$ cat src/osq_map.vh
`ifndef OSQ_MAP_VH
`define OSQ_MAP_VH
// Register offsets
`define OSQ_ADDR_MODE      8'h10
`define OSQ_ADDR_RATE      8'h12
`define OSQ_ADDR_AVG       8'h15
`define OSQ_ADDR_PULSE_A   8'h31
`define OSQ_ADDR_PULSE_B   8'h36
`define OSQ_ADDR_EXT_TRIG  8'h38
`define OSQ_ADDR_SLOW_OSC  8'h4B
`define OSQ_ADDR_PIN_CFG   8'h4F
// Reset values
`define OSQ_RST_WORD       16'h0000
`define OSQ_RST_RATE       16'h0020
`define OSQ_RST_PULSE      16'h0100
// Mode field and codes
`define OSQ_MODE_LSB       0
`define OSQ_MODE_MSB       1
`define OSQ_MODE_STANDBY   2'h0
`define OSQ_MODE_PROGRAM   2'h1
`define OSQ_MODE_NORMAL    2'h2
// Field positions
`define OSQ_EXT_TRIG_EN    14
`define OSQ_SLOW_EN        7
`define OSQ_SLOW_BYP       8
`define OSQ_INT_BUF_EN     1
`define OSQ_TRIG_SEL_LSB   2
`define OSQ_TRIG_SEL_MSB   3
`define OSQ_PDS_BUF_EN     5
`define OSQ_TRIG_SEL_NONE  2'h0
`define OSQ_TRIG_SEL_INT   2'h1
`define OSQ_TRIG_SEL_PDS   2'h2
`define OSQ_PULSE_LSB      8
`define OSQ_PULSE_MSB      15
`define OSQ_AVG_A_LSB      4
`define OSQ_AVG_A_MSB      6
`define OSQ_AVG_B_LSB      8
`define OSQ_AVG_B_MSB      10
`define OSQ_AVG_FIFO_SLOT  12
// Slow clock timing and 20-bit clip limit
`define OSQ_SLOW_PERIOD_NS 31250
`define OSQ_CLK_PERIOD_NS  10
`define OSQ_CLIP20_MAX     20'hFFFFF
`endif

$ cat src/osq_pin_edge.v
module osq_pin_edge (
  input  wire i_clk,
  input  wire i_srst,
  input  wire i_pin,
  output reg  o_level,
  output reg  o_rise
);
  reg meta_ff;
  reg sync_ff;
  ////////////////////////////////////////////////////////////////////////////
  // Two-flop synchroniser, then edge detect on the settled level only
  always @(posedge i_clk) begin
    if (i_srst) begin
      meta_ff <= 1'b0;
      sync_ff <= 1'b0;
      o_level <= 1'b0;
      o_rise  <= 1'b0;
    end else begin
      meta_ff <= i_pin;
      sync_ff <= meta_ff;
      o_level <= sync_ff;
      o_rise  <= sync_ff & ~o_level;
    end
  end
endmodule // osq_pin_edge

$ cat src/osq_slot_accum.v
`include "osq_map.vh"
module osq_slot_accum #(
  parameter CONV_W = 14,
  parameter SUM_W  = 20,
  parameter ACC_W  = 27
) (
  input  wire        i_clk,
  input  wire        i_srst,
  input  wire        i_clear,
  input  wire        i_conv_valid,
  input  wire [13:0] i_conv,
  input  wire        i_end_sample,
  input  wire [2:0]  i_avg_log2,
  output reg  [31:0] o_sum,
  output reg  [31:0] o_div,
  output reg         o_new
);
  reg  [SUM_W-1:0] pulse_sum_ff;
  reg  [ACC_W-1:0] acc_ff;
  reg  [7:0]       cnt_ff;
  wire [SUM_W:0]   pulse_add  = {1'b0, pulse_sum_ff} + {{(SUM_W+1-CONV_W){1'b0}}, i_conv};
  wire [SUM_W-1:0] pulse_clip = pulse_add[SUM_W] ? `OSQ_CLIP20_MAX : pulse_add[SUM_W-1:0];
  // The closing conversion arrives with the end strobe, so it is folded in here
  wire [SUM_W-1:0] sample_sum = i_conv_valid ? pulse_clip : pulse_sum_ff;
  wire [ACC_W-1:0] acc_next   = acc_ff + {{(ACC_W-SUM_W){1'b0}}, sample_sum};
  wire [7:0]       last_cnt  = (8'h01 << i_avg_log2) - 8'h01;
  ////////////////////////////////////////////////////////////////////////////
  // Pulse sum saturates at 20 bits; the period result is the clipped value
  always @(posedge i_clk) begin
    if (i_srst || i_clear) begin
      pulse_sum_ff <= {SUM_W{1'b0}};
    end else if (i_end_sample) begin
      pulse_sum_ff <= {SUM_W{1'b0}};
    end else if (i_conv_valid) begin
      pulse_sum_ff <= pulse_clip;
    end
  end
  ////////////////////////////////////////////////////////////////////////////
  // N-sample sum; outputs change only every Nth sample, FIFO copy divided by N
  always @(posedge i_clk) begin
    if (i_srst || i_clear) begin
      acc_ff <= {ACC_W{1'b0}};
      cnt_ff <= 8'h00;
      o_sum  <= 32'h00000000;
      o_div  <= 32'h00000000;
      o_new  <= 1'b0;
    end else begin
      o_new <= 1'b0;
      if (i_end_sample) begin
        if (cnt_ff == last_cnt) begin
          acc_ff <= {ACC_W{1'b0}};
          cnt_ff <= 8'h00;
          o_sum  <= {{(32-ACC_W){1'b0}}, acc_next};
          o_div  <= {{(32-ACC_W){1'b0}}, acc_next >> i_avg_log2};
          o_new  <= 1'b1;
        end else begin
          acc_ff <= acc_next;
          cnt_ff <= cnt_ff + 8'h01;
        end
      end
    end
  end
endmodule // osq_slot_accum

$ cat src/osq_sequencer.v
// Contract
// Two-bit field selects external trigger pin
// Rising edge on selected pin starts sample
// Wait one-two slow cycles, then start
// Host enables pin input buffer first
// Host programs trigger via program mode
// Host keeps trigger below max rate
// Sync pin may supply external slow clock
// Host never floats sync pin
// Enable plus bypass selects external slow clock; code also needs the sync pin buffer enable set
// Host selects external clock before programming
// Decode standby, program, normal mode codes
// Standby collects nothing, keeps registers
// Mode field resets to standby
// Host passes through program mode
// Program mode keeps circuits powered
// Sample sums 1 to 255 pulses
// Add 14-bit conversions, clip at 20
// Average power-of-two samples, update every Nth
// 27-bit sum held in 32-bit registers
// FIFO receives sum divided by N
// Unequal factors: only one slot feeds FIFO
// Host keeps pulse count eight or less
// Slot A then slot B each period
// Slow clock paces sampling and sequencing
// Trigger synchronised into slow clock domain
// Triggers ignored outside normal mode
`include "osq_map.vh"
module osq_sequencer #(
  parameter SLOW_DIV = `OSQ_SLOW_PERIOD_NS / `OSQ_CLK_PERIOD_NS
) (
  input  wire        i_clk,
  input  wire        i_srst,
  input  wire        i_reg_wr,
  input  wire        i_reg_rd,
  input  wire [7:0]  i_reg_addr,
  input  wire [15:0] i_reg_wdata,
  output reg  [15:0] o_reg_rdata,
  input  wire        i_int_pin,
  input  wire        i_photodiode_sync_pin,
  input  wire        i_conv_valid,
  input  wire [13:0] i_conv_data,
  output reg         o_pulse_req,
  output reg         o_slot_b,
  output reg         o_power_hold,
  output reg         o_sampling,
  output reg  [31:0] o_slota_data,
  output reg  [31:0] o_slotb_data,
  output reg         o_data_new,
  output reg         o_fifo_wr,
  output reg  [31:0] o_fifo_data
);
  localparam [31:0] DIV_LAST_W = SLOW_DIV - 1;
  localparam [15:0] DIV_LAST   = DIV_LAST_W[15:0];
  localparam [2:0]  ST_IDLE  = 3'h1;
  localparam [2:0]  ST_SLOTA = 3'h2;
  localparam [2:0]  ST_SLOTB = 3'h4;

  reg  [15:0] mode_ff, rate_ff, avg_ff, pulse_a_ff, pulse_b_ff, ext_ff, osc_ff, pin_ff;
  reg  [15:0] div_ff, timer_ff;
  reg  [2:0]  state_ff, nxt_state;
  reg  [7:0]  pcnt_ff;
  reg         trig_smp_ff, trig_wait_ff, start_ff;
  reg         slow_tick_ff;
  wire        int_lvl, pds_lvl, pds_rise;
  wire [31:0] sum_a, sum_b, div_a, div_b;
  wire        new_a, new_b;
  wire [1:0]  mode     = mode_ff[`OSQ_MODE_MSB:`OSQ_MODE_LSB];
  wire        normal   = (mode == `OSQ_MODE_NORMAL);
  wire [1:0]  trig_sel = pin_ff[`OSQ_TRIG_SEL_MSB:`OSQ_TRIG_SEL_LSB];
  wire        ext_clk  = osc_ff[`OSQ_SLOW_EN] & osc_ff[`OSQ_SLOW_BYP] & pin_ff[`OSQ_PDS_BUF_EN];
  wire        ext_trig = ext_ff[`OSQ_EXT_TRIG_EN] & (trig_sel != `OSQ_TRIG_SEL_NONE);
  wire [2:0]  avg_a    = avg_ff[`OSQ_AVG_A_MSB:`OSQ_AVG_A_LSB];
  wire [2:0]  avg_b    = avg_ff[`OSQ_AVG_B_MSB:`OSQ_AVG_B_LSB];
  wire [7:0]  n_pulse  = o_slot_b ? pulse_b_ff[`OSQ_PULSE_MSB:`OSQ_PULSE_LSB]
                                  : pulse_a_ff[`OSQ_PULSE_MSB:`OSQ_PULSE_LSB];
  wire [7:0]  n_eff    = (n_pulse == 8'h00) ? 8'h01 : n_pulse;
  wire        in_slot  = (state_ff != ST_IDLE);
  wire        slot_end = in_slot & i_conv_valid & (pcnt_ff == n_eff - 8'h01);
  reg         trig_lvl;

  ////////////////////////////////////////////////////////////////////////////
  // Pin conditioning; a buffer that is off reads as low
  osq_pin_edge u_int_pin (
    .i_clk   (i_clk),
    .i_srst  (i_srst),
    .i_pin   (i_int_pin & pin_ff[`OSQ_INT_BUF_EN]),
    .o_level (int_lvl),
    .o_rise  ()
  );
  osq_pin_edge u_pds_pin (
    .i_clk   (i_clk),
    .i_srst  (i_srst),
    .i_pin   (i_photodiode_sync_pin & pin_ff[`OSQ_PDS_BUF_EN]),
    .o_level (pds_lvl),
    .o_rise  (pds_rise)
  );

  ////////////////////////////////////////////////////////////////////////////
  // Register writes; all fields persist in every mode, standby included
  always @(posedge i_clk) begin
    if (i_srst) begin
      mode_ff    <= `OSQ_RST_WORD;
      rate_ff    <= `OSQ_RST_RATE;
      avg_ff     <= `OSQ_RST_WORD;
      pulse_a_ff <= `OSQ_RST_PULSE;
      pulse_b_ff <= `OSQ_RST_PULSE;
      ext_ff     <= `OSQ_RST_WORD;
      osc_ff     <= `OSQ_RST_WORD;
      pin_ff     <= `OSQ_RST_WORD;
    end else if (i_reg_wr) begin
      case (i_reg_addr)
        `OSQ_ADDR_MODE:     mode_ff    <= i_reg_wdata;
        `OSQ_ADDR_RATE:     rate_ff    <= i_reg_wdata;
        `OSQ_ADDR_AVG:      avg_ff     <= i_reg_wdata;
        `OSQ_ADDR_PULSE_A:  pulse_a_ff <= i_reg_wdata;
        `OSQ_ADDR_PULSE_B:  pulse_b_ff <= i_reg_wdata;
        `OSQ_ADDR_EXT_TRIG: ext_ff     <= i_reg_wdata;
        `OSQ_ADDR_SLOW_OSC: osc_ff     <= i_reg_wdata;
        `OSQ_ADDR_PIN_CFG:  pin_ff     <= i_reg_wdata;
        default: ;
      endcase
    end
  end

  ////////////////////////////////////////////////////////////////////////////
  // Register reads; unmapped addresses return zero
  always @(posedge i_clk) begin
    if (i_srst) begin
      o_reg_rdata <= `OSQ_RST_WORD;
    end else if (i_reg_rd) begin
      case (i_reg_addr)
        `OSQ_ADDR_MODE:     o_reg_rdata <= mode_ff;
        `OSQ_ADDR_RATE:     o_reg_rdata <= rate_ff;
        `OSQ_ADDR_AVG:      o_reg_rdata <= avg_ff;
        `OSQ_ADDR_PULSE_A:  o_reg_rdata <= pulse_a_ff;
        `OSQ_ADDR_PULSE_B:  o_reg_rdata <= pulse_b_ff;
        `OSQ_ADDR_EXT_TRIG: o_reg_rdata <= ext_ff;
        `OSQ_ADDR_SLOW_OSC: o_reg_rdata <= osc_ff;
        `OSQ_ADDR_PIN_CFG:  o_reg_rdata <= pin_ff;
        default:            o_reg_rdata <= `OSQ_RST_WORD;
      endcase
    end
  end

  ////////////////////////////////////////////////////////////////////////////
  // Slow tick: internal divider or rising edges of the external clock.
  // The divider free-runs so switching sources never stalls the tick.
  always @(posedge i_clk) begin
    if (i_srst) begin
      div_ff       <= 16'h0000;
      slow_tick_ff <= 1'b0;
    end else begin
      div_ff       <= (div_ff == DIV_LAST) ? 16'h0000 : div_ff + 16'h0001;
      slow_tick_ff <= ext_clk ? pds_rise : (div_ff == DIV_LAST);
    end
  end

  ////////////////////////////////////////////////////////////////////////////
  // Trigger source choice
  always @* begin
    case (trig_sel)
      `OSQ_TRIG_SEL_INT: trig_lvl = int_lvl;
      `OSQ_TRIG_SEL_PDS: trig_lvl = pds_lvl;
      default:           trig_lvl = 1'b0;
    endcase
  end

  ////////////////////////////////////////////////////////////////////////////
  // Sample start: timer in slow ticks, or external edge sampled on slow ticks.
  // A rise is seen at one tick and acted on at the next, giving 1-2 cycles.
  // The level is followed in every mode, so a pin raised while programming
  // is not mistaken for an edge once sampling begins.
  always @(posedge i_clk) begin
    if (i_srst) begin
      timer_ff     <= 16'h0000;
      trig_smp_ff  <= 1'b0;
      trig_wait_ff <= 1'b0;
      start_ff     <= 1'b0;
    end else begin
      start_ff <= 1'b0;
      if (slow_tick_ff) begin
        trig_smp_ff <= trig_lvl;
      end
      if (!normal) begin
        timer_ff     <= 16'h0000;
        trig_wait_ff <= 1'b0;
      end else if (slow_tick_ff) begin
        if (ext_trig) begin
          trig_wait_ff <= trig_lvl & ~trig_smp_ff;
          start_ff     <= trig_wait_ff;
        end else if (timer_ff + 16'h0001 >= rate_ff) begin
          timer_ff <= 16'h0000;
          start_ff <= 1'b1;
        end else begin
          timer_ff <= timer_ff + 16'h0001;
        end
      end
    end
  end

  ////////////////////////////////////////////////////////////////////////////
  // Slot sequencing: A then B; a start during a busy period is dropped
  always @* begin
    nxt_state = state_ff;
    case (state_ff)
      ST_IDLE: begin
        if (start_ff && normal) begin
          nxt_state = ST_SLOTA;
        end
      end
      ST_SLOTA: begin
        if (!normal) begin
          nxt_state = ST_IDLE;
        end else if (slot_end) begin
          nxt_state = ST_SLOTB;
        end
      end
      ST_SLOTB: begin
        if (!normal || slot_end) begin
          nxt_state = ST_IDLE;
        end
      end
      default: begin
        nxt_state = ST_IDLE;
      end
    endcase
  end

  always @(posedge i_clk) begin
    if (i_srst) begin
      state_ff     <= ST_IDLE;
      pcnt_ff      <= 8'h00;
      o_pulse_req  <= 1'b0;
      o_slot_b     <= 1'b0;
      o_power_hold <= 1'b0;
      o_sampling   <= 1'b0;
    end else begin
      state_ff     <= nxt_state;
      o_power_hold <= (mode == `OSQ_MODE_PROGRAM);
      o_sampling   <= (nxt_state != ST_IDLE);
      o_slot_b     <= (nxt_state == ST_SLOTB);
      o_pulse_req  <= 1'b0;
      if (nxt_state != state_ff && nxt_state != ST_IDLE) begin
        pcnt_ff     <= 8'h00;
        o_pulse_req <= 1'b1;
      end else if (in_slot && i_conv_valid && !slot_end) begin
        pcnt_ff     <= pcnt_ff + 8'h01;
        o_pulse_req <= 1'b1;
      end
    end
  end

  ////////////////////////////////////////////////////////////////////////////
  // Per-slot datapaths
  osq_slot_accum u_acc_a (
    .i_clk        (i_clk),
    .i_srst       (i_srst),
    .i_clear      (~normal),
    .i_conv_valid (i_conv_valid & (state_ff == ST_SLOTA)),
    .i_conv       (i_conv_data),
    .i_end_sample (slot_end & (state_ff == ST_SLOTA)),
    .i_avg_log2   (avg_a),
    .o_sum        (sum_a),
    .o_div        (div_a),
    .o_new        (new_a)
  );
  osq_slot_accum u_acc_b (
    .i_clk        (i_clk),
    .i_srst       (i_srst),
    .i_clear      (~normal),
    .i_conv_valid (i_conv_valid & (state_ff == ST_SLOTB)),
    .i_conv       (i_conv_data),
    .i_end_sample (slot_end & (state_ff == ST_SLOTB)),
    .i_avg_log2   (avg_b),
    .o_sum        (sum_b),
    .o_div        (div_b),
    .o_new        (new_b)
  );

  ////////////////////////////////////////////////////////////////////////////
  // Output registers and FIFO push. A and B never finish in the same cycle,
  // so a single push port suffices. Unequal factors: only the chosen slot.
  always @(posedge i_clk) begin
    if (i_srst) begin
      o_slota_data <= 32'h00000000;
      o_slotb_data <= 32'h00000000;
      o_data_new   <= 1'b0;
      o_fifo_wr    <= 1'b0;
      o_fifo_data  <= 32'h00000000;
    end else begin
      o_data_new <= new_a | new_b;
      o_fifo_wr  <= 1'b0;
      if (new_a) begin
        o_slota_data <= sum_a;
      end
      if (new_b) begin
        o_slotb_data <= sum_b;
      end
      if (new_a && (avg_a == avg_b || !avg_ff[`OSQ_AVG_FIFO_SLOT])) begin
        o_fifo_wr   <= 1'b1;
        o_fifo_data <= div_a;
      end else if (new_b && (avg_a == avg_b || avg_ff[`OSQ_AVG_FIFO_SLOT])) begin
        o_fifo_wr   <= 1'b1;
        o_fifo_data <= div_b;
      end
    end
  end
endmodule // osq_sequencer

$ cat config.mk
export PLATFORM = sky130hd
export DESIGN_NAME = osq_sequencer
export DESIGN_NICKNAME = d
export VERILOG_FILES = /design/src/osq_pin_edge.v /design/src/osq_slot_accum.v /design/src/osq_sequencer.v
export VERILOG_INCLUDE_DIRS = /design/src
export SDC_FILE = /design/constraint.sdc
export NUM_CORES = 1
export LEC_CHECK = 0
export ABC_AREA = 1
export BUFFER_PORTS_ARGS = -buffer_cell sky130_fd_sc_hd__buf_2
export CAP_MARGIN = 40
export CORE_MARGIN = 2
export CORE_UTILIZATION = 45
export CTS_CLUSTER_DIAMETER = 80
export CTS_CLUSTER_SIZE = 10
export DETAILED_ROUTE_END_ITERATION = 7
export SLEW_MARGIN = 10
export SYNTH_ARGS = -nofsm -noshare
export SYNTH_HDL_FRONTEND = slang
export SYNTH_SLANG_ARGS = --single-unit
$ cat constraint.sdc
create_clock -name i_clk -period 6.5 [get_ports i_clk]
set_input_delay 0.975 -clock i_clk [delete_from_list [all_inputs] [get_ports i_clk]]
set_output_delay 0.975 -clock i_clk [all_outputs]
set_load 0.1 [all_outputs]
==> results <==
- For this configuration, the core starts out at a cell density of 0.453.
- The net count of the finished layout is 3917.
- The critical path class is in2reg.
- The routing usage on met1 is 0.370.
- The die is 244 um tall.
- The global routing met3 resource utilization is 0.0290.
- The fraction of final layout cells sized beyond drive strength 1 is 0.0834.
- For this run, the detailed router's first-pass iteration total came to 6.
- The relative area change from synthesis to final layout is 10.9%.
- After synthesis, the largest family of logic cells by area is simple AND/OR/NAND/NOR gates.
- The total congestion overflow is 0.
- Setup total negative slack on the finished layout was measured at 0 ns.
- The count of final hold-check violations is 0.
- The slowest library cell on the worst path is fa_1.
- For this run, the share of the core covered by cells in the final layout is 0.502.
- The clock passes through at most 3 buffers.
- Of the total synthesized cell area, the portion taken by full adders, half adders and majority gates is 0.0493.
- The synthesized-area fraction occupied by ao, oa, aoi and oai cells is 0.173.
- The I/O pin count is 163.
- In the synthesized netlist the async set-or-reset flop fraction comes to 0.
- For met2 alone, demand over resource in global routing was 0.445.
- The tightest min-delay check is of the reg2reg type.
- The count of buffer and inverter cells on the critical path is 3.
- The count of unique library cells instantiated by Yosys is 54.
- Dividing the detail-routed via count by the number of cells gives 5.42.
- The path depth of the worst reg2reg path is 27.
- The number of buffers inserted to repair setup after CTS is 0.
- The netlist area before placement is 26000 sq um.
- Post-CTS repair changed the size of 0 cells.
- The all-layer global routing usage is 0.269.
- The cell class contributing the biggest share of worst-path delay is compound AO/OA/AOI/OAI gates.
- The area of the core region is 57400 sq um.
- The total via count after detailed routing is 24585.
- The setup slack of the most critical reg-to-reg path is 1.24 ns.
- The kind of start point of the critical path is a primary input.
- The placed wire-length estimate is 59.7 mm.
- The worst IR drop on VDD is 209 uV.
- The number of global-route vias before repair is 22915.
- The maximum single-stage delay on the critical path is 0.43 ns.
- The path with the worst hold slack has its endpoint at u_int_pin.sync_ff$_SDFF_PP0_.
- The normalized max-slew margin is 0.354.
- The standard-cell row count is 88.
- For the final database, setup skew stands at 0.0500 ns.
- Wires add up to 81.2 mm.
- The beginning of the worst register-to-register path is u_acc_b.pulse_sum_ff[0]$_SDFF_PP0_.
- The post-detailed-route wirelength per cell is 17.9 um.
- The post-synthesis instance total is 3689.
- The fraction of synthesized area in multiplexers is 0.00506.
- The sequential element share of the synthesized area is 0.389.
- The max-slew violation count is 0.
- Of the total synthesized cell area, the portion taken by AND, OR, NAND and NOR gates is 0.269.
- The worst hold slack is 0.406 ns.
- The most frequently used flop master after synthesis is dfxtp_1.
- The number of nets still failing antenna checks after routing is 0.
- For this run, design rule violations remaining after detail routing come to 0.
- The count of port buffers added during placement is 147.
- TritonCTS built the clock tree.
- Entering global routing, the biggest net connects 71 pins.
- Dividing the final minimum period by the clock period gives 0.841.
- In this run the most critical hold path is launched from u_int_pin.meta_ff$_SDFF_PP0_.
- The starting DRC count in detailed routing is 1979.
- Buffers inserted during clock tree synthesis total 56.
- The maximum clock rate is 183 MHz.
- Clock tree synthesis selected as its root buffer the cell clkbuf_16.
- The number of antenna repair diodes is 0.
- The count of clock tree sinks is 505.
- The data arrival at the endpoint of the critical path is 5.91 ns.
- Along the worst hold path, the cell count comes to 2.
- The number of hold buffers added after cts is 0.
- The average cell area after synthesis is 7.04 sq um.
- Setup violations remaining at the end of the flow were counted as 0.
- After clock tree synthesis, the clock-pin slew on the worst setup and hold paths is 0.06 ns.
- The total die area is 59600 sq um.
- The actual slew at the worst max-slew pin is 0.965 ns.
- The layer flagged by global routing as most heavily used is met2.
- The number of synthesized flops with an enable pin is 0.
- The minimum clock period is 5.47 ns.
- The flow ran to the end, and the final reports show no timing, DRC or antenna violations.
- The number of antenna violations at the first check in global routing is 0.
- Dividing total power by cell area gives a power density of 211 nW/um^2.
- The most numerous cell type found on the critical path is nand2_1.
- The type of destination of the critical path is a register.
- During synthesis, Yosys emitted a total of 0 warnings.
- The data required time at the worst endpoint is 6.94 ns.
- The worst register-to-register path ends at u_acc_b.o_div[0]$_SDFFE_PP0P_.
- The last weighted congestion value of the routability-driven placer is 0.943.
- The total of flip-flops plus latches after synthesis is 505.
- The largest fanout on the critical path is 8.
- The post-synthesis share of cell area spent on xor and xnor gates is 0.0307.
- The first global-routing pass estimated 128 mm of wire.
- The count of maximum capacitance violations is 0.
- For the worst-skew pair, the clock arrives at the later sink with an insertion delay of 0.64 ns.
- The clock tree synthesis step divided the H-tree into 2 levels.
- The leakage power is 12.0 nW.
- The x dimension of the die is 244 um.
- Setup repair after global routing left no endpoint under its margin.
## per-layer routing
metal,routed length (um),vias up,part of all wire
met4,2240,0,0.028
met3,4240,122,0.052
met2,37200,596,0.46
met5,0,-,0
met1,37400,11419,0.46
li1,-,12448,-
## stage by stage
stage / worst slack, ns / std cells / instance area, sq um / power, mW
after global routing: 0.429 / 4540 / 28800 / 6.24
after CTS: 1.09 / 4540 / 28800 / 6.12
after detailed placement: 0.464 / 4479 / 27300 / 3.34
final: 1.03 / 4540 / 28800 / 6.07
after floorplan: 1.43 / 3703 / 26000 / 3.28
after global placement: 0.520 / 4471 / 27200 / 3.33
## kinds of logic after synthesis
family / after synthesis
AO/OA/AOI/OAI: 811
XOR/XNOR: 91
adder cells (fa/ha/maj): 100
buffers and inverters: 545
flip-flops: 505
multiplexers: 13
other: 1
AND/OR/NAND/NOR: 1623
## worst register-to-register path: stages, from the launching register on
cell and delay [ns]:
dfxtp_1 0.31, ha_1 0.21, fa_1 0.43, nand3_1 0.10
nand2_1 0.08, a21oi_1 0.20, o21ai_1 0.11, a21boi_0 0.28
o21ai_1 0.14, nand2_1 0.07, nand2_1 0.07, nand2_1 0.09
o21ai_1 0.17, inv_1 0.31, nand2_1 0.09, nand2_1 0.09
inv_1 0.04, ha_1 0.35, a21oi_1 0.19, nand2_1 0.11
a21boi_0 0.39, o21ai_0 0.32, xor2_1 0.25, nand2_1 0.09
o21ai_0 0.13, or2_2 0.32, nand3_1 0.09, a31oi_1 0.07
## state kept, by name (all words and copies together) (netlist names), 27 cells and up
name	flops
u_acc_a.o_div	27
u_acc_a.acc_ff	27
u_acc_a.o_sum	27
o_slotb_data	27
u_acc_b.o_div	27
u_acc_b.acc_ff	27
u_acc_b.o_sum	27
o_fifo_data	27
o_slota_data	27
## worst max-delay path by stage
stage / cells past startpoint / slack, ns / start / to
2_1_floorplan: 27 / 1.43 / i_conv_data[0] / u_acc_b.o_div[21]$_SDFFE_PP0P_
3_3_place_gp: 32 / 0.52 / i_conv_data[0] / u_acc_a.o_div[9]$_SDFFE_PP0P_
3_5_place_dp: 32 / 0.46 / i_conv_data[0] / u_acc_a.o_div[9]$_SDFFE_PP0P_
4_1_cts: 28 / 1.09 / i_conv_data[0] / u_acc_b.o_div[0]$_SDFFE_PP0P_
5_1_grt: 31 / 0.43 / i_conv_data[0] / u_acc_b.o_div[12]$_SDFFE_PP0P_
6_report: 28 / 1.03 / i_conv_data[0] / u_acc_b.o_div[0]$_SDFFE_PP0P_
## cell type report
cell class | count | area (sq um)
Clock buffer | 57 | 1420
Clock inverter | 4 | 63.8
Fill cell | 5832 | 28600
Inverter | 374 | 1410
Multi-Input combinational cell | 2653 | 13700
Sequential cell | 505 | 10100
Tap cell | 765 | 957
Timing Repair Buffer | 182 | 1110
## where the power goes
group	internal [mW]	switching, mW	total [mW]	leakage, nW
clock network	1.53	1.27	2.80	0.727
logic	0.0360	0.131	0.167	7.21
registers	3.10	0.00202	3.10	4.07
total	4.67	1.40	6.07	12.0
## cells in the mapped netlist, types with 8 or more instances
cell | n | area, sq um
a211oi_1 | 29 | 218
a21o_1 | 8 | 60.1
a21oi_1 | 219 | 1100
a22oi_1 | 10 | 75.1
a31oi_1 | 68 | 425
buf_1 | 11 | 41.3
buf_2 | 21 | 105
buf_4 | 23 | 173
clkbuf_1 | 115 | 432
dfxtp_1 | 505 | 10100
ha_1 | 96 | 1200
inv_1 | 358 | 1340
inv_2 | 11 | 41.3
mux2i_1 | 12 | 120
nand2_1 | 730 | 2740
nand3_1 | 316 | 1580
nand3b_1 | 19 | 143
nand4_1 | 35 | 219
nor2_1 | 389 | 1460
nor3_1 | 57 | 285
nor4_1 | 13 | 81.3
o21a_1 | 9 | 67.6
o21ai_0 | 318 | 1590
o21ai_1 | 51 | 255
o21bai_1 | 9 | 67.6
o22ai_1 | 59 | 369
o41ai_1 | 16 | 140
or2_2 | 38 | 238
xnor2_1 | 31 | 272
xor2_1 | 60 | 526
## layout by cell type (no fill, tap or decap), types with 8 or more instances in the layout
cell type,count
nand4_1,35
a22oi_1,10
a21o_1,8
a211oi_1,29
o21a_1,9
inv_1,356
nor3_1,57
buf_2,146
inv_2,12
mux2i_1,12
xor2_1,60
a21oi_1,219
xnor2_1,31
nor2_1,388
o21ai_1,51
a31oi_1,68
buf_4,30
o41ai_1,16
nor4_1,13
o21ai_0,318
nand3_1,316
ha_1,96
clkbuf_16,56
nand2_1,730
nand3b_1,19
o21bai_1,9
conb_1,15
or2_2,38
o22ai_1,59
dfxtp_1,505
No activity file was read; power rests on OpenSTA's default activity.
